### src/hdl/fm_cfg_pkg.sv
// Package of constants and types for the FM de-emphasis and dematrix setup.
// ****************************************************************
// Overview of operation
// - Bandwidth code 00 narrow/narrow, 01 xwide/narrow, 10 medium, 11 wide.
// - With code 01, channel 2 gives no FM demodulated result.
// - Identification off puts identification hardware into a defined reset.
// - De-emphasis low nibble serves carrier 1, high nibble carrier 2.
// - De-emphasis and dematrix registers clear to zero at power-on reset.
// - Bit 7 or bit 3 enables adaptive de-emphasis for its carrier.
// - Code 000 50us, 001 60us, 010 75us, 011 J17, 100 off.
// - De-emphasis filter gain is unity at the low reference frequency.
// - Dematrix takes channel 1 as carrier 1, channel 2 as carrier 2.
// - Auto bit set: dematrix follows identification, manual field ignored.
// - Auto stereo picks Europe or Korea matrix from the region bit.
// - Auto mode with channel 2 in NICAM always gives channel 1 mono.
// - Auto off: low three dematrix bits select the characteristic.
// - Manual codes 000 to 110 map to the seven documented L/R forms.
// - Auto: mono CH1/CH1, Europe, Korea, dual CH1/CH2.
// - Bandwidth select bits sit at bits 4 and 1 of demod config.
// ****************************************************************
package fm_cfg_pkg;
    // ************************************************************
    // Register map and fields
    // ************************************************************
    localparam logic [7:0] SUB_DEMOD_CONFIG = 8'h09;
    localparam logic [7:0] SUB_DEEMPH = 8'h0a;
    localparam logic [7:0] SUB_DEMATRIX = 8'h0b;
    localparam logic [7:0] REG_RESET = 8'h00;
    localparam int BIT_IDENT_HI = 7;
    localparam int BIT_IDENT_LO = 6;
    localparam int BIT_REGION = 5;
    localparam int BIT_BW_SEL_HI = 4;
    localparam int BIT_CH2_MODE_HI = 3;
    localparam int BIT_CH2_MODE_LO = 2;
    localparam int BIT_BW_SEL_LO = 1;
    localparam int BIT_ADAPT2 = 7;
    localparam int BIT_ADAPT1 = 3;
    localparam int BIT_AUTO_DEMATRIX = 7;
    localparam logic [1:0] IDENT_OFF = 2'h3;
    localparam logic [1:0] CH2_NICAM = 2'h2;
    localparam logic [1:0] CH2_FM = 2'h0;
    localparam int DEEMPH_REF_HZ = 40;
    // Device address on the two-wire bus; value is arbitrary.
    localparam logic [6:0] DEV_ADDR = 7'h2c;
    localparam logic [2:0] LAST_BIT = 3'h7;
    localparam logic [1:0] IDX_ADDR = 2'h0;
    localparam logic [1:0] IDX_SUB = 2'h1;
    localparam logic [1:0] IDX_DATA = 2'h2;

    // ************************************************************
    // Types
    // ************************************************************
    typedef enum logic [1:0] {
        BW_NARROW, BW_MEDIUM, BW_WIDE, BW_EXTRA_WIDE
    } bandwidth_t;
    typedef enum logic [2:0] {
        DE_50US, DE_60US, DE_75US, DE_J17, DE_OFF
    } deemph_char_t;
    typedef enum logic [2:0] {
        DM_MONO1, DM_MONO2, DM_DUAL, DM_DUAL_SWAP,
        DM_STEREO_EU, DM_KOREA_HALF, DM_STEREO_KOREA
    } dematrix_t;
    typedef enum logic [1:0] {
        ID_MONO, ID_STEREO, ID_DUAL
    } ident_t;
    typedef struct packed {
        logic adaptive;
        deemph_char_t characteristic;
    } carrier_deemph_t;
    typedef struct packed {
        bandwidth_t ch1;
        bandwidth_t ch2;
        logic ch2_fm_enable;
        logic ch2_nicam_enable;
    } bw_config_t;
endpackage

### src/hdl/fm_deemph_dematrix_config.sv
// Two-wire write slave with FM bandwidth, de-emphasis and dematrix setup.
module fm_deemph_dematrix_config
    import fm_cfg_pkg::*;
(
    // Clock and reset
    input wire logic clock,
    input wire logic sys_rst,
    // Two-wire control bus
    input wire logic scl_in,
    input wire logic sda_in,
    output logic sda_out,
    output logic sda_oe,
    // Identification result from the sound decoder
    input wire ident_t ident_result,
    // Decoded configuration
    output bw_config_t bw_config,
    output logic ident_reset,
    output logic ident_region_select,
    output carrier_deemph_t deemph_carrier1,
    output carrier_deemph_t deemph_carrier2,
    output dematrix_t dematrix_mode
);

    typedef enum {ST_IDLE, ST_RECV, ST_ACK} bus_state_t;

    // ************************************************************
    // Decode functions
    // ************************************************************
    function automatic deemph_char_t decode_deemph(input logic [2:0] code);
        case (code)
            3'h0: decode_deemph = DE_50US;
            3'h1: decode_deemph = DE_60US;
            3'h2: decode_deemph = DE_75US;
            3'h3: decode_deemph = DE_J17;
            default: decode_deemph = DE_OFF;
        endcase
    endfunction

    function automatic bandwidth_t bw_of(input logic [1:0] code,
                                         input logic ch1);
        case (code)
            2'h0: bw_of = BW_NARROW;
            2'h1: bw_of = ch1 ? BW_EXTRA_WIDE : BW_NARROW;
            2'h2: bw_of = BW_MEDIUM;
            default: bw_of = BW_WIDE;
        endcase
    endfunction

    // ************************************************************
    // Bus sampling and edges
    // ************************************************************
    logic scl_q;
    logic sda_q;
    logic scl_d;
    logic sda_d;
    logic scl_rise;
    logic scl_fall;
    logic start_cond;
    logic stop_cond;

    always_ff @(posedge clock or posedge sys_rst) begin
        if (sys_rst) begin
            scl_q <= 1'b1;
            sda_q <= 1'b1;
            scl_d <= 1'b1;
            sda_d <= 1'b1;
        end else begin
            scl_q <= scl_in;
            sda_q <= sda_in;
            scl_d <= scl_q;
            sda_d <= sda_q;
        end
    end

    assign scl_rise = scl_q & ~scl_d;
    assign scl_fall = ~scl_q & scl_d;
    assign start_cond = scl_q & scl_d & sda_d & ~sda_q;
    assign stop_cond = scl_q & scl_d & ~sda_d & sda_q;

    // ************************************************************
    // Byte receiver
    // ************************************************************
    bus_state_t state;
    logic [6:0] shift;
    logic [2:0] bit_cnt;
    logic [1:0] byte_idx;
    logic ack_pending;
    logic [7:0] subaddr;
    logic [7:0] rx_byte;
    logic byte_done;
    logic write_en;

    assign rx_byte = {shift, sda_q};
    assign byte_done = (state == ST_RECV) && scl_rise && (bit_cnt == LAST_BIT);
    assign write_en = byte_done && (byte_idx == IDX_DATA);

    always_ff @(posedge clock or posedge sys_rst) begin
        if (sys_rst) begin
            state <= ST_IDLE;
            shift <= 7'h00;
            bit_cnt <= 3'h0;
            byte_idx <= IDX_ADDR;
            ack_pending <= 1'b0;
            sda_oe <= 1'b0;
        end else if (start_cond) begin
            state <= ST_RECV;
            bit_cnt <= 3'h0;
            byte_idx <= IDX_ADDR;
            ack_pending <= 1'b0;
            sda_oe <= 1'b0;
        end else if (stop_cond) begin
            state <= ST_IDLE;
            ack_pending <= 1'b0;
            sda_oe <= 1'b0;
        end else begin
            case (state)
                ST_IDLE: begin
                    sda_oe <= 1'b0;
                end
                ST_RECV: begin
                    if (scl_rise) begin
                        shift <= rx_byte[6:0];
                        bit_cnt <= bit_cnt + 3'h1;
                        if (bit_cnt == LAST_BIT) begin
                            if (byte_idx == IDX_ADDR) begin
                                ack_pending <= (rx_byte[7:1] == DEV_ADDR)
                                    && !rx_byte[0];
                            end else begin
                                ack_pending <= 1'b1;
                            end
                            if (byte_idx != IDX_DATA) begin
                                byte_idx <= byte_idx + 2'h1;
                            end
                        end
                    end else if (scl_fall && ack_pending) begin
                        ack_pending <= 1'b0;
                        sda_oe <= 1'b1;
                        state <= ST_ACK;
                    end else if (scl_fall && bit_cnt == 3'h0
                                 && byte_idx == IDX_SUB) begin
                        state <= ST_IDLE;
                    end
                end
                ST_ACK: begin
                    if (scl_fall) begin
                        sda_oe <= 1'b0;
                        state <= ST_RECV;
                    end
                end
                default: begin
                    state <= ST_IDLE;
                end
            endcase
        end
    end

    // The slave only ever pulls the line low.
    always_ff @(posedge clock or posedge sys_rst) begin
        if (sys_rst) begin
            sda_out <= 1'b0;
        end else begin
            sda_out <= 1'b0;
        end
    end

    // ************************************************************
    // Register bank
    // ************************************************************
    logic [7:0] demod_config;
    logic [7:0] fm_deemphasis_select;
    logic [7:0] fm_dematrix_select;

    always_ff @(posedge clock or posedge sys_rst) begin
        if (sys_rst) begin
            subaddr <= 8'h00;
        end else if (byte_done && byte_idx == IDX_SUB) begin
            subaddr <= rx_byte;
        end else if (write_en) begin
            subaddr <= subaddr + 8'h01;
        end
    end

    always_ff @(posedge clock or posedge sys_rst) begin
        if (sys_rst) begin
            demod_config <= REG_RESET;
            fm_deemphasis_select <= REG_RESET;
            fm_dematrix_select <= REG_RESET;
        end else if (write_en) begin
            case (subaddr)
                SUB_DEMOD_CONFIG: demod_config <= rx_byte;
                SUB_DEEMPH: fm_deemphasis_select <= rx_byte;
                SUB_DEMATRIX: fm_dematrix_select <= rx_byte;
                default: demod_config <= demod_config;
            endcase
        end
    end

    // ************************************************************
    // Decoded configuration
    // ************************************************************
    logic [1:0] filt_code;
    logic [1:0] ch2_mode;
    logic [1:0] ident_mode;

    assign filt_code = {demod_config[BIT_BW_SEL_HI],
                        demod_config[BIT_BW_SEL_LO]};
    assign ch2_mode = {demod_config[BIT_CH2_MODE_HI],
                       demod_config[BIT_CH2_MODE_LO]};
    assign ident_mode = {demod_config[BIT_IDENT_HI],
                         demod_config[BIT_IDENT_LO]};

    always_ff @(posedge clock or posedge sys_rst) begin
        if (sys_rst) begin
            bw_config <= '{BW_NARROW, BW_NARROW, 1'b1, 1'b0};
            ident_reset <= 1'b0;
            ident_region_select <= 1'b0;
        end else begin
            bw_config.ch1 <= bw_of(filt_code, 1'b1);
            bw_config.ch2 <= bw_of(filt_code, 1'b0);
            bw_config.ch2_fm_enable <= (filt_code != 2'h1)
                && (ch2_mode == CH2_FM);
            bw_config.ch2_nicam_enable <= (ch2_mode == CH2_NICAM);
            ident_reset <= (ident_mode == IDENT_OFF);
            ident_region_select <= demod_config[BIT_REGION];
        end
    end

    // Filters are normalised to unity gain at DEEMPH_REF_HZ.
    always_ff @(posedge clock or posedge sys_rst) begin
        if (sys_rst) begin
            deemph_carrier1 <= '{1'b0, DE_50US};
            deemph_carrier2 <= '{1'b0, DE_50US};
        end else begin
            deemph_carrier1.adaptive <= fm_deemphasis_select[BIT_ADAPT1];
            deemph_carrier2.adaptive <= fm_deemphasis_select[BIT_ADAPT2];
            deemph_carrier1.characteristic <=
                decode_deemph(fm_deemphasis_select[2:0]);
            deemph_carrier2.characteristic <=
                decode_deemph(fm_deemphasis_select[6:4]);
        end
    end

    // Channel 1 carries carrier 1 and channel 2 carries carrier 2.
    always_ff @(posedge clock or posedge sys_rst) begin
        if (sys_rst) begin
            dematrix_mode <= DM_MONO1;
        end else if (fm_dematrix_select[BIT_AUTO_DEMATRIX]) begin
            if (ch2_mode == CH2_NICAM) begin
                dematrix_mode <= DM_MONO1;
            end else begin
                case (ident_result)
                    ID_STEREO: dematrix_mode <= demod_config[BIT_REGION]
                        ? DM_STEREO_KOREA : DM_STEREO_EU;
                    ID_DUAL: dematrix_mode <= DM_DUAL;
                    default: dematrix_mode <= DM_MONO1;
                endcase
            end
        end else begin
            case (fm_dematrix_select[2:0])
                3'h0: dematrix_mode <= DM_MONO1;
                3'h1: dematrix_mode <= DM_MONO2;
                3'h2: dematrix_mode <= DM_DUAL;
                3'h3: dematrix_mode <= DM_DUAL_SWAP;
                3'h4: dematrix_mode <= DM_STEREO_EU;
                3'h5: dematrix_mode <= DM_KOREA_HALF;
                3'h6: dematrix_mode <= DM_STEREO_KOREA;
                default: dematrix_mode <= DM_MONO1;
            endcase
        end
    end

endmodule

### config.mk
export PLATFORM = sky130hd
export DESIGN_NAME = fm_deemph_dematrix_config
export DESIGN_NICKNAME = d
export VERILOG_FILES = /design/src/hdl/fm_cfg_pkg.sv /design/src/hdl/fm_deemph_dematrix_config.sv
export SDC_FILE = /design/constraint.sdc
export NUM_CORES = 1
export LEC_CHECK = 0
export BUFFER_PORTS_ARGS = -buffer_cell sky130_fd_sc_hd__buf_4
export CAP_MARGIN = 5
export CORE_AREA = 10 10 83 156
export DETAILED_ROUTE_END_ITERATION = 16
export DIE_AREA = 0 0 93 166
export PLACE_DENSITY = 0.45
export SYNTH_ARGS = -nofsm -noshare
export SYNTH_HDL_FRONTEND = slang
export SYNTH_SLANG_ARGS = --single-unit
### constraint.sdc
create_clock -name clock -period 3.35 [get_ports clock]
set_clock_uncertainty 0.2 [all_clocks]
set_input_delay 0.335 -clock clock [delete_from_list [all_inputs] [get_ports clock]]
set_output_delay 0.335 -clock clock [all_outputs]
set_load 0.01 [all_outputs]
==> run_results.csv <==
group,metric,value,unit
floorplanning,initial_core_util,28.97,%
sta,tightest_slew,0.6772,ns
clock_tree,cts_max_level,3,
hold_path,hold_path_depth,3,
sta,final_max_slew_viol_count,0,
worst_setup_path,r2r_start,"state[1]",
global_routing,grt_use_total,9.565,%
sta,slew_headroom,54.79,%
yosys,synthArstFlopShare,100.0,%
pwr,total_power,1.904,mW
worst_setup_path,cp.arrival,2.36,ns
worst_setup_path,crit_cells,7,
layout,layout_commonest_cell,"dfrtp_1",
placed_design,place_hpwl,5107,µm
sta,max_freq,426.4,MHz
sta,setup-violations-final,0,
sta,rsz0062_at_grt,"no",
worst_setup_path,r2r_cells,7,
global_routing,antenna_found_initial,0,
yosys,synth_area,3035,µm²
job,drv_cap,0,
floorplanning,fp.dieH,166,µm
worst_setup_path,ff2ff_setup_slack,1.00,ns
placed_design,gp_congestion,0.7643,
worst_setup_path,max_stage_delay,0.39,ns
clock_tree,clock-sinks,66,
global_routing,grt_max_degree,31,
clock_tree,cts_resized,0,
worst_setup_path,critPathTopFamily,"simple AND/OR/NAND/NOR gates",
yosys,ys.flop_type,"dfrtp_1",
layout,final_cell_mix,"dfrtp_1, nand2_1, buf_4",
sta,finalHoldViolations,0,
hold_path,hp-class,"input port to register",
clock_tree,cts_tree,"yes",
pwr,ir_drop,0.2505,mV
worst_setup_path,cp_max_fo,15,
yosys,yosysSeqAreaShare,54.62,%
layout,utilization,35.38,%
route,wl,6813,µm
worst_setup_path,startpoint_type,"register",
layout,drive_gt1_share,24.44,%
route,ant_nets,0,
global_routing,grt_pass1_vias,2215,
yosys,syn_inst,276,
yosys,synth.avg_cell_area,11.00,µm²
clock_tree,clk_path_buf_depth,2,
global_routing,overflow,0,
yosys,synthesis.nets,301,
worst_setup_path,cp_slowest_cell,"dfrtp_1",
worst_setup_path,endpoint_kind,"register",
route,drc_errors,0,
worst_setup_path,worstPathCellList,"inv_1, ha_1, nand4b_2, buf_4, nor4_4, nand2_2, mux2_2",
hold_path,hold_end,"dematrix_mode[1]",
worst_setup_path,critPathKind,"register to register",
yosys,synth-seq-cells,66,
floorplanning,dieArea,15440,µm²
route,via_per_inst,4.676,
layout,nNetsFinal,331,
sta,fin_crit_sh,70.01,%
sta,min_period,2.345,ns
pwr,power_density,513.7,nW/µm²
layout,num-fill-cells,1114,
yosys,synth_area_leaders,"dfrtp_1, ha_1, mux2_2",
status,status,"finished clean",
layout,antennaDiodeCount,0,
clock_tree,cts_buffers,9,
worst_setup_path,required,3.36,ns
yosys,synth_edf_count,0,
placed_design,port_buffers,25,
route,drt-initial-drc-count,46,
floorplanning,core,10480,µm²
yosys,synth_top_cell_area_share,50.29,%
yosys,yosys.area.top_type,"dfrtp_1",
worst_setup_path,rr_endpoint,"fm_deemphasis_select[3]",
hold_path,min_from,"ident_result[1]",
clock_tree,ctsRootBufferMaster,"clkbuf_16",
floorplanning,num_rows,53,
worst_setup_path,crit_buf_inv,2,
layout,areaGrowthSynthToFinish,22.14,%
clock_tree,clock_latency,0.33,ns
route,vias,2095,
global_routing,grt_pass1_wl,11360,µm
floorplanning,io_pins,27,
route,first_pass_iters,4,
sta,tns,0,ns
floorplanning,die-width,93,µm
route,wl_per_cell,15.21,µm
pwr,p_leak,1.877,nW
clock_tree,path_clk_slew,0.05,ns
yosys,yosysWarnings,0,
yosys,synth.distinct_cells,46,
metal layers:
metal	vias up	routed length [µm]	track usage, %
li1	1006	-	-
met1	1026	2394	8.491
met2	43	3832	17.19
met3	20	271	3.395
met4	0	315	6.478
met5	-	0	0
where the power goes:
part | total, mW | leakage (nW) | switching [mW] | internal (mW)
clock network | 0.948 | 0.143 | 0.331 | 0.617
registers | 0.866 | 0.903 | 0.0435 | 0.823
logic | 0.0903 | 0.831 | 0.0540 | 0.0363
registers in the layout, indices dropped and copies added, names as in the netlist, 2 cells and up:
signal,cells
dematrix_mode,3
demod_config,7
subaddr,8
bit_cnt,3
byte_idx,2
bw_config,6
deemph_carrier1,4
fm_deemphasis_select,8
state,2
deemph_carrier2,4
shift,7
fm_dematrix_select,4
through the flow:
step                cell area (µm²)  setup slack [ns]  hold slack (ns)  std cells
floorplan                      3035             1.151           0.1395        276
global placement               3376             1.037           0.1649        429
detailed placement             3376            0.9915           0.1656        429
CTS                            3707            0.9857           0.1297        448
global route                   3707            0.8439           0.1327        448
finish                         3707             1.005           0.1414        448
worst max path at each step:
stage | from | endpoint
after floorplan | state[1] | demod_config[6]
after global placement | state[1] | fm_deemphasis_select[0]
after detailed placement | state[1] | fm_deemphasis_select[3]
after CTS | state[1] | fm_deemphasis_select[3]
after global routing | state[1] | subaddr[1]
final | state[1] | fm_deemphasis_select[3]
cells by family after synthesis:
logic type	Yosys count	share of synthesized area, %
multiplexers	22	8.079
AO/OA/AOI/OAI	40	8.244
AND/OR/NAND/NOR	93	16.32
other	1	0.1235
flip-flops	66	54.62
adder cells (fa/ha/maj)	19	7.832
buffers and inverters	33	4.205
XOR/XNOR	2	0.5772
synthesized netlist by cell type, types with 2 or more instances:
| master | n |
|---|---|
| nand2_2 | 2 |
| a22o_1 | 2 |
| a41o_1 | 2 |
| ha_1 | 19 |
| or2_2 | 2 |
| nand3_1 | 8 |
| and3_1 | 4 |
| a21oi_1 | 13 |
| clkbuf_1 | 13 |
| dfrtp_1 | 61 |
| nor2b_1 | 7 |
| mux2_2 | 19 |
| mux2i_1 | 2 |
| nor2_1 | 9 |
| o21ai_0 | 10 |
| nand2_1 | 38 |
| o22ai_1 | 4 |
| inv_1 | 19 |
| nand4_1 | 5 |
| a31oi_1 | 3 |
| nor3_1 | 3 |
| nand2b_1 | 2 |
| dfstp_2 | 5 |
| and2_1 | 2 |
worst register-to-register path, cell delays in order (launching register included):
cell and delay [ns]:
dfrtp_1 0.39, inv_1 0.10, ha_1 0.33, nand4b_2 0.13, buf_4 0.20, nor4_4 0.35, nand2_2 0.21, mux2_2 0.32
cell type report:
class,instances,area (µm²),share of cell area (%)
clock buffer,14,264.0,7.121
sequential,66,1658,44.72
timing repair buffer,33,255.2,6.885
multi-input combinational,177,1250,33.72
clock inverter,2,37.54,1.012
inverter,19,71.32,1.924
tap,137,171.4,4.624
what timing repair did:
item,CTS,global route
hold buffers,3,0
hold endpoints to repair,30,0
endpoints found under the setup margin,0,0
buffers inserted,0,0
(Power assumes the default switching activity.)
